<file path="config.mk">
export PLATFORM = sky130hd
export DESIGN_NAME = cspc_top
export DESIGN_NICKNAME = d
export VERILOG_FILES = /design/src/cspc_pkg.sv /design/src/cspc_top.sv
export SDC_FILE = /design/constraint.sdc
export NUM_CORES = 1
export LEC_CHECK = 0
export ABC_AREA = 1
export BUFFER_PORTS_ARGS = -buffer_cell sky130_fd_sc_hd__buf_2
export CORE_MARGIN = 3
export CORE_UTILIZATION = 41
export CTS_CLUSTER_DIAMETER = 150
export CTS_CLUSTER_SIZE = 25
export DETAILED_ROUTE_END_ITERATION = 7
export HOLD_SLACK_MARGIN = 0.05
export PLACE_DENSITY_LB_ADDON = 0.3
export SLEW_MARGIN = 20
export SYNTH_ARGS = -nofsm -noshare
export SYNTH_HDL_FRONTEND = slang
export SYNTH_SLANG_ARGS = --single-unit
export TNS_END_PERCENT = 5
</file>
<file path="constraint.sdc">
create_clock -name CORE_CLK_I -period 1.2 [get_ports CORE_CLK_I]
set_clock_uncertainty 0.05 [all_clocks]
set_input_delay 0.24 -clock CORE_CLK_I [delete_from_list [all_inputs] [get_ports CORE_CLK_I]]
set_output_delay 0.24 -clock CORE_CLK_I [all_outputs]
set_load 0.01 [all_outputs]
</file>
<file path="src/cspc_pkg.sv">
/*
 * package for the card socket clock/power control block: register layout,
 * field positions, reset values, timing counts and carrier types.
 * assumes a single 10 MHz core clock domain.
 */
package cspc_pkg;

	// register offset within the socket register space
	localparam logic [7:0]  SPM_OFFSET         = 8'h20;
	// field positions
	localparam int          ACCESS_FLAG_BIT    = 25;
	localparam int          CLK_CHANGED_BIT    = 24;
	localparam int          CTL_ENABLE_BIT     = 16;
	localparam int          STOP_SLOW_BIT      = 0;
	localparam logic [31:0] SPM_RESET          = 32'h0000_0000;
	// writable bits mask
	localparam logic [31:0] SPM_WMASK          = 32'h0001_0001;
	// slow divide factor and idle qualification
	localparam int          SLOW_DIV           = 16;
	localparam int          DIV_W              = 4;
	localparam int          IDLE_CYCLES        = 8;
	localparam int          IDLE_W             = 4;

	typedef enum logic [1:0] {
		CK_RUN  = 2'b00,
		CK_STOP = 2'b01,
		CK_SLOW = 2'b10
	} cspc_clk_mode_t;

	// register bus request carrier
	typedef struct packed {
		logic        sel;
		logic        wr;
		logic        rd;
		logic [7:0]  addr;
		logic [31:0] wdata;
	} cspc_req_t;

endpackage

</file>
<file path="src/cspc_top.sv">
/*
 * socket power management register and idle-time card clock control.
 * holds the one 32-bit register with its two sticky status flags, the two
 * writable control bits, the idle qualification counter and the card clock
 * enable generator that stops or slows the card clock while the socket idles.
 * every selected request is answered one cycle later by a one-cycle
 * acknowledge; read data is registered and holds until the next read.
 * unmapped offsets are acknowledged as well, read as zero and drop writes.
 * the clock-run machinery leaves the run mode only when the enable is set,
 * the socket has been idle for the qualification time and no card access
 * is seen; any access or the end of idle returns it to run at once.
 * assumes register requests come from same-clock logic; the card activity
 * and socket idle inputs arrive from outside and are synchronised here.
 * the global reset is the async RST_N_I; PRST_N_I is a lesser reset.
 * assumes the card clock itself is gated downstream by CARD_CLK_EN_O,
 * one allowed card clock edge per core cycle in which the enable is high.
 * assumes IDLE_QUAL stays below the range of the idle counter.
 */
module cspc_top
	import cspc_pkg::*;
#(
	parameter int IDLE_QUAL = IDLE_CYCLES
) (
	// clock and resets
	input  wire logic        CORE_CLK_I,
	input  wire logic        RST_N_I,
	input  wire logic        PRST_N_I,
	// register bus, same clock domain
	input  wire logic        REG_SEL_I,
	input  wire logic        REG_WR_I,
	input  wire logic        REG_RD_I,
	input  wire logic [7:0]  REG_ADDR_I,
	input  wire logic [31:0] REG_WDATA_I,
	output logic      [31:0] REG_RDATA_O,
	output logic             REG_ACK_O,
	// card side, asynchronous inputs
	input  wire logic        CARD_ACCESS_I,
	input  wire logic        SOCKET_IDLE_I,
	output logic             CARD_CLK_EN_O,
	output logic             CLK_MODE_SLOW_O,
	output logic             CLK_MODE_STOP_O
);

	typedef struct packed {
		// input synchronisers, first stage read only by the second
		logic              acc_s1;
		logic              acc_s2;
		logic              idle_s1;
		logic              idle_s2;
		logic              prst_s1;
		logic              prst_s2;
		// register contents
		logic              access_flag;
		logic              clk_changed;
		logic              ctl_enable;
		logic              stop_or_slow;
		// clock-run machinery
		logic [IDLE_W-1:0] idle_cnt;
		logic [DIV_W-1:0]  div_cnt;
		cspc_clk_mode_t    mode;
		logic              clk_en;
		// bus answer
		logic [31:0]       rdata;
		logic              ack;
	} cspc_state_t;

	// registered state and its next value
	cspc_state_t st_ff;
	cspc_state_t nxt_st;
	// working nets
	cspc_req_t   req;
	logic        hit;
	logic        idle_ok;

	// bundle the bus request
	assign req = '{
		sel:   REG_SEL_I,
		wr:    REG_WR_I,
		rd:    REG_RD_I,
		addr:  REG_ADDR_I,
		wdata: REG_WDATA_I
	};
	// only the one offset is mapped
	assign hit = req.sel && (req.addr == SPM_OFFSET);
	// socket idle long enough to act on
	assign idle_ok = (32'(st_ff.idle_cnt) >= IDLE_QUAL);

	// next state
	always_comb begin
		nxt_st = st_ff;
		nxt_st.ack = 1'b0;

		// two-flop synchronisers of the outside inputs
		nxt_st.acc_s1 = CARD_ACCESS_I;
		nxt_st.acc_s2 = st_ff.acc_s1;
		nxt_st.idle_s1 = SOCKET_IDLE_I;
		nxt_st.idle_s2 = st_ff.idle_s1;
		nxt_st.prst_s1 = PRST_N_I;
		nxt_st.prst_s2 = st_ff.prst_s1;

		// register access, read wins when both qualifiers are high
		if (hit && req.rd) begin
			// reserved ranges always read zero
			nxt_st.rdata = 32'h0000_0000;
			nxt_st.rdata[ACCESS_FLAG_BIT] = st_ff.access_flag;
			nxt_st.rdata[CLK_CHANGED_BIT] = st_ff.clk_changed;
			nxt_st.rdata[CTL_ENABLE_BIT] = st_ff.ctl_enable;
			nxt_st.rdata[STOP_SLOW_BIT] = st_ff.stop_or_slow;
			nxt_st.access_flag = 1'b0;
			nxt_st.ack = 1'b1;
		end else if (hit && req.wr) begin
			// only the two control bits are stored
			nxt_st.ctl_enable = req.wdata[CTL_ENABLE_BIT];
			nxt_st.stop_or_slow = req.wdata[STOP_SLOW_BIT];
			nxt_st.ack = 1'b1;
		end else if (req.sel) begin
			// unmapped: reads give zero, writes are dropped
			if (req.rd) begin
				nxt_st.rdata = 32'h0000_0000;
			end
			nxt_st.ack = 1'b1;
		end

		// access set wins over read clear
		// a read in the same cycle still reports the old flag value
		if (st_ff.acc_s2) begin
			nxt_st.access_flag = 1'b1;
		end

		// lesser reset clears control bits, not status flags
		if (!st_ff.prst_s2) begin
			nxt_st.ctl_enable = 1'b0;
			nxt_st.stop_or_slow = 1'b0;
		end

		// idle qualification counter
		// any card access restarts the count so a busy card keeps its clock
		if (!st_ff.idle_s2 || st_ff.acc_s2) begin
			nxt_st.idle_cnt = '0;
		end else if (!idle_ok) begin
			nxt_st.idle_cnt = st_ff.idle_cnt + IDLE_W'(1);
		end

		// clock-run mode selection
		// the enable gates everything, so the select alone never acts
		if (!st_ff.ctl_enable || !st_ff.idle_s2 || st_ff.acc_s2) begin
			nxt_st.mode = CK_RUN;
		end else if (idle_ok && st_ff.stop_or_slow) begin
			nxt_st.mode = CK_SLOW;
		end else if (idle_ok) begin
			nxt_st.mode = CK_STOP;
		end

		// card clock enable generation
		// slow allows one edge in sixteen; run restarts the divider
		case (st_ff.mode)
			CK_RUN: begin
				nxt_st.clk_en = 1'b1;
				nxt_st.div_cnt = '0;
			end
			CK_STOP: begin
				nxt_st.clk_en = 1'b0;
			end
			CK_SLOW: begin
				nxt_st.div_cnt = st_ff.div_cnt + DIV_W'(1);
				nxt_st.clk_en = (st_ff.div_cnt == DIV_W'(SLOW_DIV - 1));
			end
			default: begin
				nxt_st.clk_en = 1'b1;
			end
		endcase

		// rate changed flag, sticky until global reset
		// the lesser reset leaves it alone
		if (st_ff.mode != CK_RUN) begin
			nxt_st.clk_changed = 1'b1;
		end
	end

	// state register, global reset only
	// lesser reset synchroniser idles high so release does not fire it
	always_ff @(posedge CORE_CLK_I or negedge RST_N_I) begin
		if (!RST_N_I) begin
			st_ff <= '{
				mode:    CK_RUN,
				clk_en:  1'b1,
				prst_s1: 1'b1,
				prst_s2: 1'b1,
				default: '0
			};
		end else begin
			st_ff <= nxt_st;
		end
	end

	// register bus outputs
	assign REG_RDATA_O = st_ff.rdata;
	assign REG_ACK_O = st_ff.ack;

	// card clock enable straight from its flip-flop
	assign CARD_CLK_EN_O = st_ff.clk_en;

	// mode status decoded from the registered mode
	assign CLK_MODE_SLOW_O = (st_ff.mode == CK_SLOW);
	assign CLK_MODE_STOP_O = (st_ff.mode == CK_STOP);

endmodule

</file>
==> results of run 1 <==
## area by class of cell
| type | count | area share |
|---|---|---|
| multi-input combinational | 91 | 0.310 |
| inverter | 15 | 0.0379 |
| tap | 42 | 0.0354 |
| clock buffer | 4 | 0.0244 |
| timing repair buffer | 35 | 0.152 |
| sequential | 26 | 0.441 |
## timing repair
item	4_1_cts	5_1_grt
pin swaps	0	2
hold buffers	5	0
setup endpoints to repair	3	7
endpoints found under the hold margin	27	0
resized for setup	5	6
buffers inserted	3	1
## cell usage after synthesis
master and instances:
nor3_1 1, a22o_1 1, dfrtp_1 23, a211oi_1 1, dfstp_2 3, inv_1 15
nor2_1 15, conb_1 1, nor2_2 1, o21ai_0 5, and3_1 1, buf_4 32
a21oi_1 6, nor3b_4 1, nand2_1 21, clkbuf_1 1, nand3_2 2, nand3_1 3
xor2_1 2, ha_1 3
## cells by family (layout without fill, tap and decap cells)
kind of cell	count (synthesis)	in the layout	synth area share
fa+ha+maj	3	3	0.0291
flops	26	26	0.507
buf+inv	48	54	0.233
compound gates	13	13	0.0552
other cells	1	28	0.00290
xor+xnor	2	2	0.0136
simple gates	45	45	0.160
## where the power goes
part	total (mW)	internal [mW]	switching, mW	leakage (nW)
combinational	0.127	0.0415	0.0859	0.440
sequential	0.900	0.894	0.00618	0.333
clock	0.435	0.186	0.249	0.0210
total	1.46	1.12	0.341	0.795
## routing by layer
layer  vias up  global-route usage  part of all wire
met5         -                   0                 0
met4         0              0.0414            0.0092
met3         2              0.0342             0.061
met2        33               0.222              0.54
met1       410               0.114              0.39
li1        430                   -                 -
## registers in the layout, indices dropped and copies added, names as in the netlist
| name | count |
|---|---|
| st_ff | 17 |
| REG_RDATA_O | 4 |
| REG_ACK_O | 1 |
| CARD_CLK_EN_O | 1 |
| nxt_st | 3 |
## critical path, cell delays in order, from the launching register on
cell	delay, ps
dfrtp_1	450
inv_2	80
nor2_4	130
buf_6	110
## per-stage QoR
step	setup slack (ps)	setup TNS (ps)	instance area, sq um	hold WS (ps)	utilization
floorplan	160	0	1390	-106	-
global placement	125	0	1330	209	0.464
detailed placement	63.1	0	1330	220	0.464
CTS	-154	-404	1460	91.3	0.506
global route	-237	-708	1490	112	0.517
finish	-177	-459	1490	96.5	0.517
## worst max path at each step
stage              start               to  slack [ps]
3_3_place_gp   st_ff[40]        st_ff[41]         130
6_report       st_ff[35]  CLK_MODE_SLOW_O        -180
5_1_grt        st_ff[35]  CLK_MODE_SLOW_O        -240
3_5_place_dp   st_ff[40]        st_ff[41]          60
2_1_floorplan  st_ff[40]        st_ff[41]         160
4_1_cts        st_ff[34]  CLK_MODE_STOP_O        -150
==> metrics.md, run 1 <==
| Metric | Value |
|---|---|
| H-tree levels | `1` |
| Via count | `just under 900` |
| Detail Route Antenna Nets | `0` |
| Placed cell count | `200` |
| Die H | `about 62 um` |
| Initial antenna violation count | `0` |
| Setup CP Type | `reg2out` |
| Clk root buf | `clkbuf_4` |
| Final min period | `roughly 1400 ps` |
| Crit-path max FO | `3` |
| Final Setup Violations | `4` |
| Top post-synthesis cells by area | `dfrtp_1 (45%), buf_4 (19%), dfstp_2 (6.1%), nand2_1 (6.1%), inv_1 (4.4%)` |
| CTS tree | `built` |
| FMAX | `~0.73 GHz` |
| GRT Residual Overflow | `0` |
| Slew Limit Headroom | `0.625` |
| Register area share after synthesis | `0.507` |
| I/O pins | `84` |
| ANT cells | `0` |
| Worst skew pair latency | `320 ps` |
| Leakage | `0.795 nW` |
| Vias in the first global route | `between 800 and 900` |
| Final worst slack | `-177 ps` |
| Area share of the largest cell type after synthesis | `0.446` |
| Fin crit share | `1.15` |
| WL/cell | `9.70 um` |
| Worst Path Arrival | `between 1000 and 1500 ps` |
| Pwr dens | `around 980 nW/um^2` |
| Layout cell share with drive strength beyond 1 | `0.281` |
| Commonest non-fill, non-tap cells in the layout | `conb_1 (28), buf_2 (23), dfrtp_1 (22), nand2_1 (21), inv_1 (13)` |
| Worst-case clock buffer depth | `2` |
| Nets | `about 220` |
| Clock sink count | `26` |
| Max VDD drop | `around 760 uV` |
| Post-DP HPWL | `approximately 1.6 mm` |
| Die Area | `between 3000 and 4000 sq um` |
| Most common cell after layout, fill and taps aside | `conb_1` |
| Fillers | `roughly 260` |
| Class of the tightest hold or removal check | `in2reg` |
| Final Slew Violations | `0` |
| Synth-to-Final Area Change | `15.1%` |
| Storage cell area | `~660 sq um` |
| RSZ-0062 raised after global routing | `true` |
| # DRC | `0` |
| Area used by multi-input combinational logic | `460 sq um` |
| HP Start | `REG_WDATA_I[16]` |
| Buffers on Ports | `25` |
| Post-synth cell types | `20` |
| Die W | `just over 60 um` |
| GRT Overall Usage | `0.115` |
| Setup crit end kind | `primary output` |
| Status | `finished, violations left` |
| Final Non-Filler Cells | `approximately 210` |
| Min-Delay Endpoint | `st_ff[45]` |
| Mean Syn Cell Area | `9.36 sq um` |
| First-pass GRT wire length | `3.58 mm` |
| DR vias/cell | `4.11` |
| Syn Std Cell Area | `1290 sq um` |
| Failing checks | `setup timing` |
| Number of max-cap violations | `0` |
| Final Hold Fails | `0` |
| Cells on Worst Hold Path | `3` |
| Syn Inst Count | `approximately 140` |
| Core area | `between 2000 and 3000 sq um` |
| DRT Pass-1 Iters | `4` |
| Initial DRC Count | `17` |
| R2r startpoint | `st_ff[34]` |
| Gpl congestion | `between 0.7 and 0.8` |
| Clock slew at reported path FFs | `between 100 and 150 ps` |
| R2R cell count | `6` |
| Final Power | `roughly 1.5 mW` |
| Cell taking the most area after synthesis | `dfrtp_1` |
| Worst EP required | `roughly 910 ps` |
| CP startpoint kind | `flip-flop` |
| End of the worst register-to-register path | `st_ff[39]` |
| Yosys reg bits | `26` |
| Worst Tran Pin Value | `around 560 ps` |
| R2r setup slk | `-80 ps` |
| Rows | `19` |
| YS warnings | `0` |
| Initial Util | `0.449` |
| Final WL | `between 2 and 2.5 mm` |
| Largest net degree at the start of global routing | `27` |
| Num CTS Buffers | `3` |
No activity file was read; power rests on OpenSTA's default activity.
==> inputs of run 2 (changes only) <==
--- a/config.mk
+++ b/config.mk
@@ -14,6 +14,7 @@
 export DETAILED_ROUTE_END_ITERATION = 7
 export HOLD_SLACK_MARGIN = 0.05
 export PLACE_DENSITY_LB_ADDON = 0.3
+export SKIP_LAST_GASP = 1
 export SLEW_MARGIN = 20
 export SYNTH_ARGS = -nofsm -noshare
 export SYNTH_HDL_FRONTEND = slang
==> metrics.md, run 2 (synthesized netlist as in run 1, its figures left out) <==
| Metric | Value |
|---|---|
| Leakage | `0.791 nW (was 0.795 nW)` |
| Final Slew Violations | `0 (unchanged)` |
| Worst Tran Pin Value | `562 ps (about the same)` |
| Pwr dens | `992 nW/um^2 (was 984 nW/um^2)` |
| Post-DP HPWL | `1.57 mm (unchanged)` |
| Via count | `873 (was 875)` |
| Slew Limit Headroom | `0.626 (was 0.625)` |
| TNS Setup | `-517 ps (was -459 ps)` |
| DRT Pass-1 Iters | `4 (unchanged)` |
| R2R cell count | `6 (unchanged)` |
| Rows | `19 (unchanged)` |
| Sequence of cells on the critical path | `inv_2 -> nor2_4 -> buf_6 (unchanged)` |
| Synth-to-Final Area Change | `14.1% (was 15.1%)` |
| I/O pins | `84 (unchanged)` |
| Die Area | `3860 sq um (unchanged)` |
| Worst EP required | `910 ps (about the same)` |
| Placed cell count | `200 (unchanged)` |
| H-tree levels | `1 (unchanged)` |
| Final Hold Fails | `0 (unchanged)` |
| Worst Path Arrival | `1090 ps (about the same)` |
| Initial Util | `0.449 (unchanged)` |
| GRT Overall Usage | `0.114 (was 0.115)` |
| Fin util | `0.512 (was 0.517)` |
| Final Setup Violations | `4 (unchanged)` |
| ANT cells | `0 (unchanged)` |
| R2r startpoint | `st_ff[34] (unchanged)` |
| First-pass GRT wire length | `3.57 mm (was 3.58 mm)` |
| Setup CP Type | `reg2out (unchanged)` |
| Number of max-cap violations | `0 (unchanged)` |
| Slowest stage cell, crit path | `dfrtp_1 (unchanged)` |
| Status | `finished, violations left (unchanged)` |
| CTS tree | `built (unchanged)` |
| Final worst slack | `-180 ps (was -177 ps)` |
| Buffers on Ports | `25 (unchanged)` |
| Initial antenna violation count | `0 (unchanged)` |
| Num CTS Buffers | `3 (unchanged)` |
| Largest Register | `st_ff (unchanged)` |
| Cell count along the critical path | `3 (unchanged)` |
| Nets | `223 (unchanged)` |
| Largest net degree at the start of global routing | `27 (unchanged)` |
| Core area | `2880 sq um (unchanged)` |
| End of the worst register-to-register path | `st_ff[39] (unchanged)` |
| Final Power | `1.46 mW (about the same)` |
| Buf+Inv Stages, Crit Path | `2 (unchanged)` |
| CP startpoint kind | `flip-flop (unchanged)` |
| Worst-case clock buffer depth | `2 (unchanged)` |
| Clock slew at reported path FFs | `140 ps (about the same)` |
| GRT Residual Overflow | `0 (unchanged)` |
| Most common cell after layout, fill and taps aside | `conb_1 (unchanged)` |
| Layout cell share with drive strength beyond 1 | `0.269 (was 0.281)` |
| Max VDD drop | `759 uV (about the same)` |
| Worst skew pair latency | `320 ps (about the same)` |
| Crit-path leading delay family | `flip-flops (unchanged)` |
| Gpl congestion | `0.728 (unchanged)` |
| WL/cell | `9.71 um (was 9.70 um)` |
| Fin crit share | `1.15 (about the same)` |
| Final min period | `1380 ps (about the same)` |
| Max FFs per register | `17 (unchanged)` |
| Initial DRC Count | `12 (was 17)` |
| Hold Slack | `95.9 ps (was 96.5 ps)` |
| R2r setup slk | `-120 ps (was -80 ps)` |
| Vias in the first global route | `837 (was 838)` |
| Detail Route Antenna Nets | `0 (unchanged)` |
| Class of the tightest hold or removal check | `in2reg (unchanged)` |
| Worst Setup EP | `CLK_MODE_SLOW_O (unchanged)` |
| Final WL | `2.07 mm (about the same)` |
| Crit-path max FO | `3 (unchanged)` |
| Clk root buf | `clkbuf_4 (unchanged)` |
| RSZ-0062 raised after global routing | `true (unchanged)` |
| Clock sink count | `26 (unchanged)` |
| CP startpoint | `st_ff[35] (unchanged)` |
| FMAX | `0.725 GHz (was 0.726 GHz)` |
| Die H | `62.1 um (unchanged)` |
| Final Non-Filler Cells | `213 (unchanged)` |
| Failing checks | `setup timing (unchanged)` |
| # DRC | `0 (unchanged)` |
| Slowest stage delay, CP | `450 ps (about the same)` |
| Setup crit end kind | `primary output (unchanged)` |
| Commonest non-fill, non-tap cells in the layout | `conb_1 (28), buf_2 (24), dfrtp_1 (22), nand2_1 (21) (was conb_1 (28), buf_2 (23), dfrtp_1 (22), nand2_1 (21), inv_1 (13))` |
| DR vias/cell | `4.10 (was 4.11)` |
| Die W | `62.1 um (unchanged)` |
==> run 2: worst min path at each step <==
stage,startpoint,to,slack [ps],cells past startpoint
after detailed placement,RST_N_I,st_ff[42],220,1
after global placement,RST_N_I,st_ff[40],210,1
final,REG_WDATA_I[16],st_ff[45],100,3
after floorplan,RST_N_I,REG_ACK_O,-110,0
after global routing,REG_WDATA_I[16],st_ff[45],110,3
after CTS,REG_WDATA_I[16],st_ff[45],90,3
==> run 2: layer usage <==
metal  global-route usage  vias up  wire, um
met5                    0        -         0
met4               0.0414        0        19
met3               0.0342        2       118
met2                0.222       32      1110
met1                0.113      409       819
li1                     -      430         -
==> run 2: report_power, final <==
| group | internal (mW) | switching, mW |
|---|---|---|
| Clock | 0.186 | 0.250 |
| Combinational | 0.0412 | 0.0849 |
| Sequential | 0.894 | 0.00619 |
==> run 2: layout make-up <==
class / instances / area [sq um]
inverters: 15 / 56.3
flip-flops and latches: 26 / 656
fillers: 263 / 1400
well taps: 42 / 52.6
multi-input cells: 91 / 453
repair buffers: 35 / 219
clock buffers: 4 / 36.3
==> run 2: stage by stage <==
stage | setup WS, ps | cell area, sq um
floorplan | 160 | 1390
global placement | 125 | 1330
detailed placement | 63.1 | 1330
CTS | -154 | 1450
global route | -237 | 1470
finish | -180 | 1470
==> run 2: tightest hold or removal path, cell delays in order <==
cell    delay (ps)
buf_2           80
nor2_1          30
nor2_1          90
==> run 2: what timing repair did <==
item / 4_1_cts / 5_1_grt
setup buffers: 3 / 1
resized for setup: 3 / 5
hold buffers: 5 / 0
hold endpoints to repair: 27 / 0
endpoints found under the setup margin: 3 / 7
pin swaps: 0 / 1
==> inputs of run 3 (changes only) <==
--- a/config.mk
+++ b/config.mk
@@ -8,7 +8,7 @@
 export ABC_AREA = 1
 export BUFFER_PORTS_ARGS = -buffer_cell sky130_fd_sc_hd__buf_2
 export CORE_MARGIN = 3
-export CORE_UTILIZATION = 41
+export CORE_UTILIZATION = 38
 export CTS_CLUSTER_DIAMETER = 150
 export CTS_CLUSTER_SIZE = 25
 export DETAILED_ROUTE_END_ITERATION = 7
==> metrics.md, run 3 (synthesized netlist as in run 1, its figures left out) <==
| Metric | Value |
|---|---|
| R2R cell count | `4 (was 6)` |
| Final min period | `1350 ps (was 1380 ps)` |
| Final Slew Violations | `0 (unchanged)` |
| Sequence of cells on the critical path | `inv_1 -> nor2_2 -> buf_2 (was inv_2 -> nor2_4 -> buf_6)` |
| Crit-path max FO | `3 (unchanged)` |
| Status | `finished, violations left (unchanged)` |
| Int Pwr | `1.27 mW (was 1.12 mW)` |
| Slew Limit Headroom | `0.635 (was 0.626)` |
| Die W | `64.3 um (was 62.1 um)` |
| Pwr dens | `1110 nW/um^2 (was 992 nW/um^2)` |
| DP Worst Slack | `50.0 ps (was 63.1 ps)` |
| WL/cell | `9.06 um (was 9.71 um)` |
| Buffers on Ports | `25 (unchanged)` |
| Final Power | `1.61 mW (was 1.46 mW)` |
| Final Setup Violations | `3 (was 4)` |
| Storage cell area | `654 sq um (was 656 sq um)` |
| Cell count along the critical path | `3 (unchanged)` |
| Largest Register | `st_ff (unchanged)` |
| Commonest non-fill, non-tap cells in the layout | `conb_1 (28), buf_2 (25), dfrtp_1 (23), nand2_1 (21), inv_1 (14) (was conb_1 (28), buf_2 (24), dfrtp_1 (22), nand2_1 (21))` |
| Worst Tran Pin Value | `547 ps (was 562 ps)` |
| Max VDD drop | `854 uV (was 759 uV)` |
| Clock sink count | `26 (unchanged)` |
| H-tree levels | `1 (unchanged)` |
| Crit-path leading delay family | `flip-flops (unchanged)` |
| Largest net degree at the start of global routing | `27 (unchanged)` |
| Sw frac | `0.210 (was 0.233)` |
| ANT cells | `0 (unchanged)` |
| Failing checks | `setup timing (unchanged)` |
| Fin util | `0.460 (was 0.512)` |
| Class of the tightest hold or removal check | `in2reg (unchanged)` |
| First-pass GRT wire length | `3.02 mm (was 3.57 mm)` |
| DRT Pass-1 Iters | `4 (unchanged)` |
| Layout cell share with drive strength beyond 1 | `0.244 (was 0.269)` |
| Leakage | `0.784 nW (was 0.791 nW)` |
| CTS tree | `built (unchanged)` |
| Final worst slack | `-152 ps (was -180 ps)` |
| Placed cell count | `202 (was 200)` |
| Sequential power share | `0.558 (was 0.616)` |
| I/O pins | `84 (unchanged)` |
| Setup CP Type | `reg2out (unchanged)` |
| Worst Path Arrival | `1060 ps (was 1090 ps)` |
| Synth-to-Final Area Change | `12.4% (was 14.1%)` |
| Via count | `844 (was 873)` |
| Cells on Worst Hold Path | `3 (unchanged)` |
| Core area | `3150 sq um (was 2880 sq um)` |
| Number of max-cap violations | `0 (unchanged)` |
| Vias in the first global route | `758 (was 837)` |
| Clock slew at reported path FFs | `140 ps (about the same)` |
| Placed inst area | `1340 sq um (was 1330 sq um)` |
| Clk root buf | `clkbuf_4 (unchanged)` |
| GRT Residual Overflow | `0 (unchanged)` |
| Most common cell after layout, fill and taps aside | `conb_1 (unchanged)` |
| Logic pwr share | `0.078 (was 0.086)` |
| Slowest stage cell, crit path | `dfrtp_1 (unchanged)` |
| Num CTS Buffers | `3 (unchanged)` |
| # DRC | `0 (unchanged)` |
| Initial Util | `0.410 (was 0.449)` |
| Area used by multi-input combinational logic | `443 sq um (was 453 sq um)` |
| Rows | `20 (was 19)` |
| RSZ-0062 raised after global routing | `true (unchanged)` |
| Gpl congestion | `0.713 (was 0.728)` |
| Worst EP required | `910 ps (about the same)` |
| Max FFs per register | `17 (unchanged)` |
| Clk pwr share | `0.364 (was 0.298)` |
| Setup crit end kind | `primary output (unchanged)` |
| Worst skew pair latency | `320 ps (about the same)` |
| Fin crit share | `1.13 (was 1.15)` |
| Buf+Inv Stages, Crit Path | `2 (unchanged)` |
| Die H | `64.3 um (was 62.1 um)` |
| Worst-case clock buffer depth | `2 (unchanged)` |
| Final Hold Fails | `0 (unchanged)` |
| Sw power | `0.339 mW (was 0.341 mW)` |
| Final Non-Filler Cells | `212 (was 213)` |
| Fillers | `312 (was 263)` |
| Final WL | `1.92 mm (was 2.07 mm)` |
| CP startpoint kind | `flip-flop (unchanged)` |
| FMAX | `0.740 GHz (was 0.725 GHz)` |
| Nets | `220 (was 223)` |
| Initial antenna violation count | `0 (unchanged)` |
| Cell area after layout | `1450 sq um (was 1470 sq um)` |
| Initial DRC Count | `21 (was 12)` |
| Post-DP HPWL | `1.50 mm (was 1.57 mm)` |
| Detail Route Antenna Nets | `0 (unchanged)` |
| DR vias/cell | `3.98 (was 4.10)` |
| GRT Overall Usage | `0.0918 (was 0.114)` |
| Slowest stage delay, CP | `410 ps (was 450 ps)` |
| Die Area | `4130 sq um (was 3860 sq um)` |
-- run 3: per-layer routing --
metal	track usage	vias up	wire length [um]
li1	-	425	-
met1	0.0960	386	728
met2	0.170	31	1040
met3	0.0316	2	145
met4	0.0290	0	9
met5	0	-	0
-- run 3: final timing paths --
path                              endpoint  slack, ps            start
min in group asynchronous        st_ff[47]        370          RST_N_I
hold reg to reg                  st_ff[52]        310       nxt_st[52]
max in group asynchronous        st_ff[48]        350          RST_N_I
setup / recovery           CLK_MODE_SLOW_O       -150        st_ff[35]
setup reg to reg                 st_ff[41]         30        st_ff[40]
hold / removal                   st_ff[45]        110  REG_WDATA_I[16]
-- run 3: power by group through the flow --
stage / registers [mW] / clock network (mW) / logic (mW)
global placement: 0.916 / 0 / 0.110
finish: 0.900 / 0.587 / 0.125
CTS: 0.900 / 0.604 / 0.125
floorplan: 0.917 / 0 / 0.129
detailed placement: 0.916 / 0 / 0.113
global route: 0.902 / 0.640 / 0.143
-- run 3: cell type report --
| class | instances | share of cell area |
|---|---|---|
| inverters | 15 | 0.0388 |
| repair buffers | 32 | 0.131 |
| flip-flops and latches | 26 | 0.451 |
| multi-input cells | 91 | 0.305 |
| clock inverters | 1 | 0.0207 |
| well taps | 44 | 0.0379 |
| clock buffers | 3 | 0.0155 |
-- run 3: metrics by stage --
step	TNS (ps)	hold WS, ps
6_report	-354	107
4_1_cts	-372	104
3_5_place_dp	0	209
3_3_place_gp	0	206
2_1_floorplan	0	-106
5_1_grt	-620	99.0
-- run 3: what timing repair did --
| item | 4_1_cts | 5_1_grt |
|---|---|---|
| gates cloned | 0 | 0 |
| hold buffers | 5 | 0 |
| endpoints found under the setup margin | 3 | 7 |
| gates resized for setup | 3 | 0 |
| buffers inserted | 1 | 0 |
| endpoints found under the hold margin | 27 | 0 |
-- run 3: worst reg2reg max path: stages (launching register included) --
cell and delay (ps):
dfrtp_1 410, inv_1 70, ha_1 270, nor2_1 40, a211oi_1 240
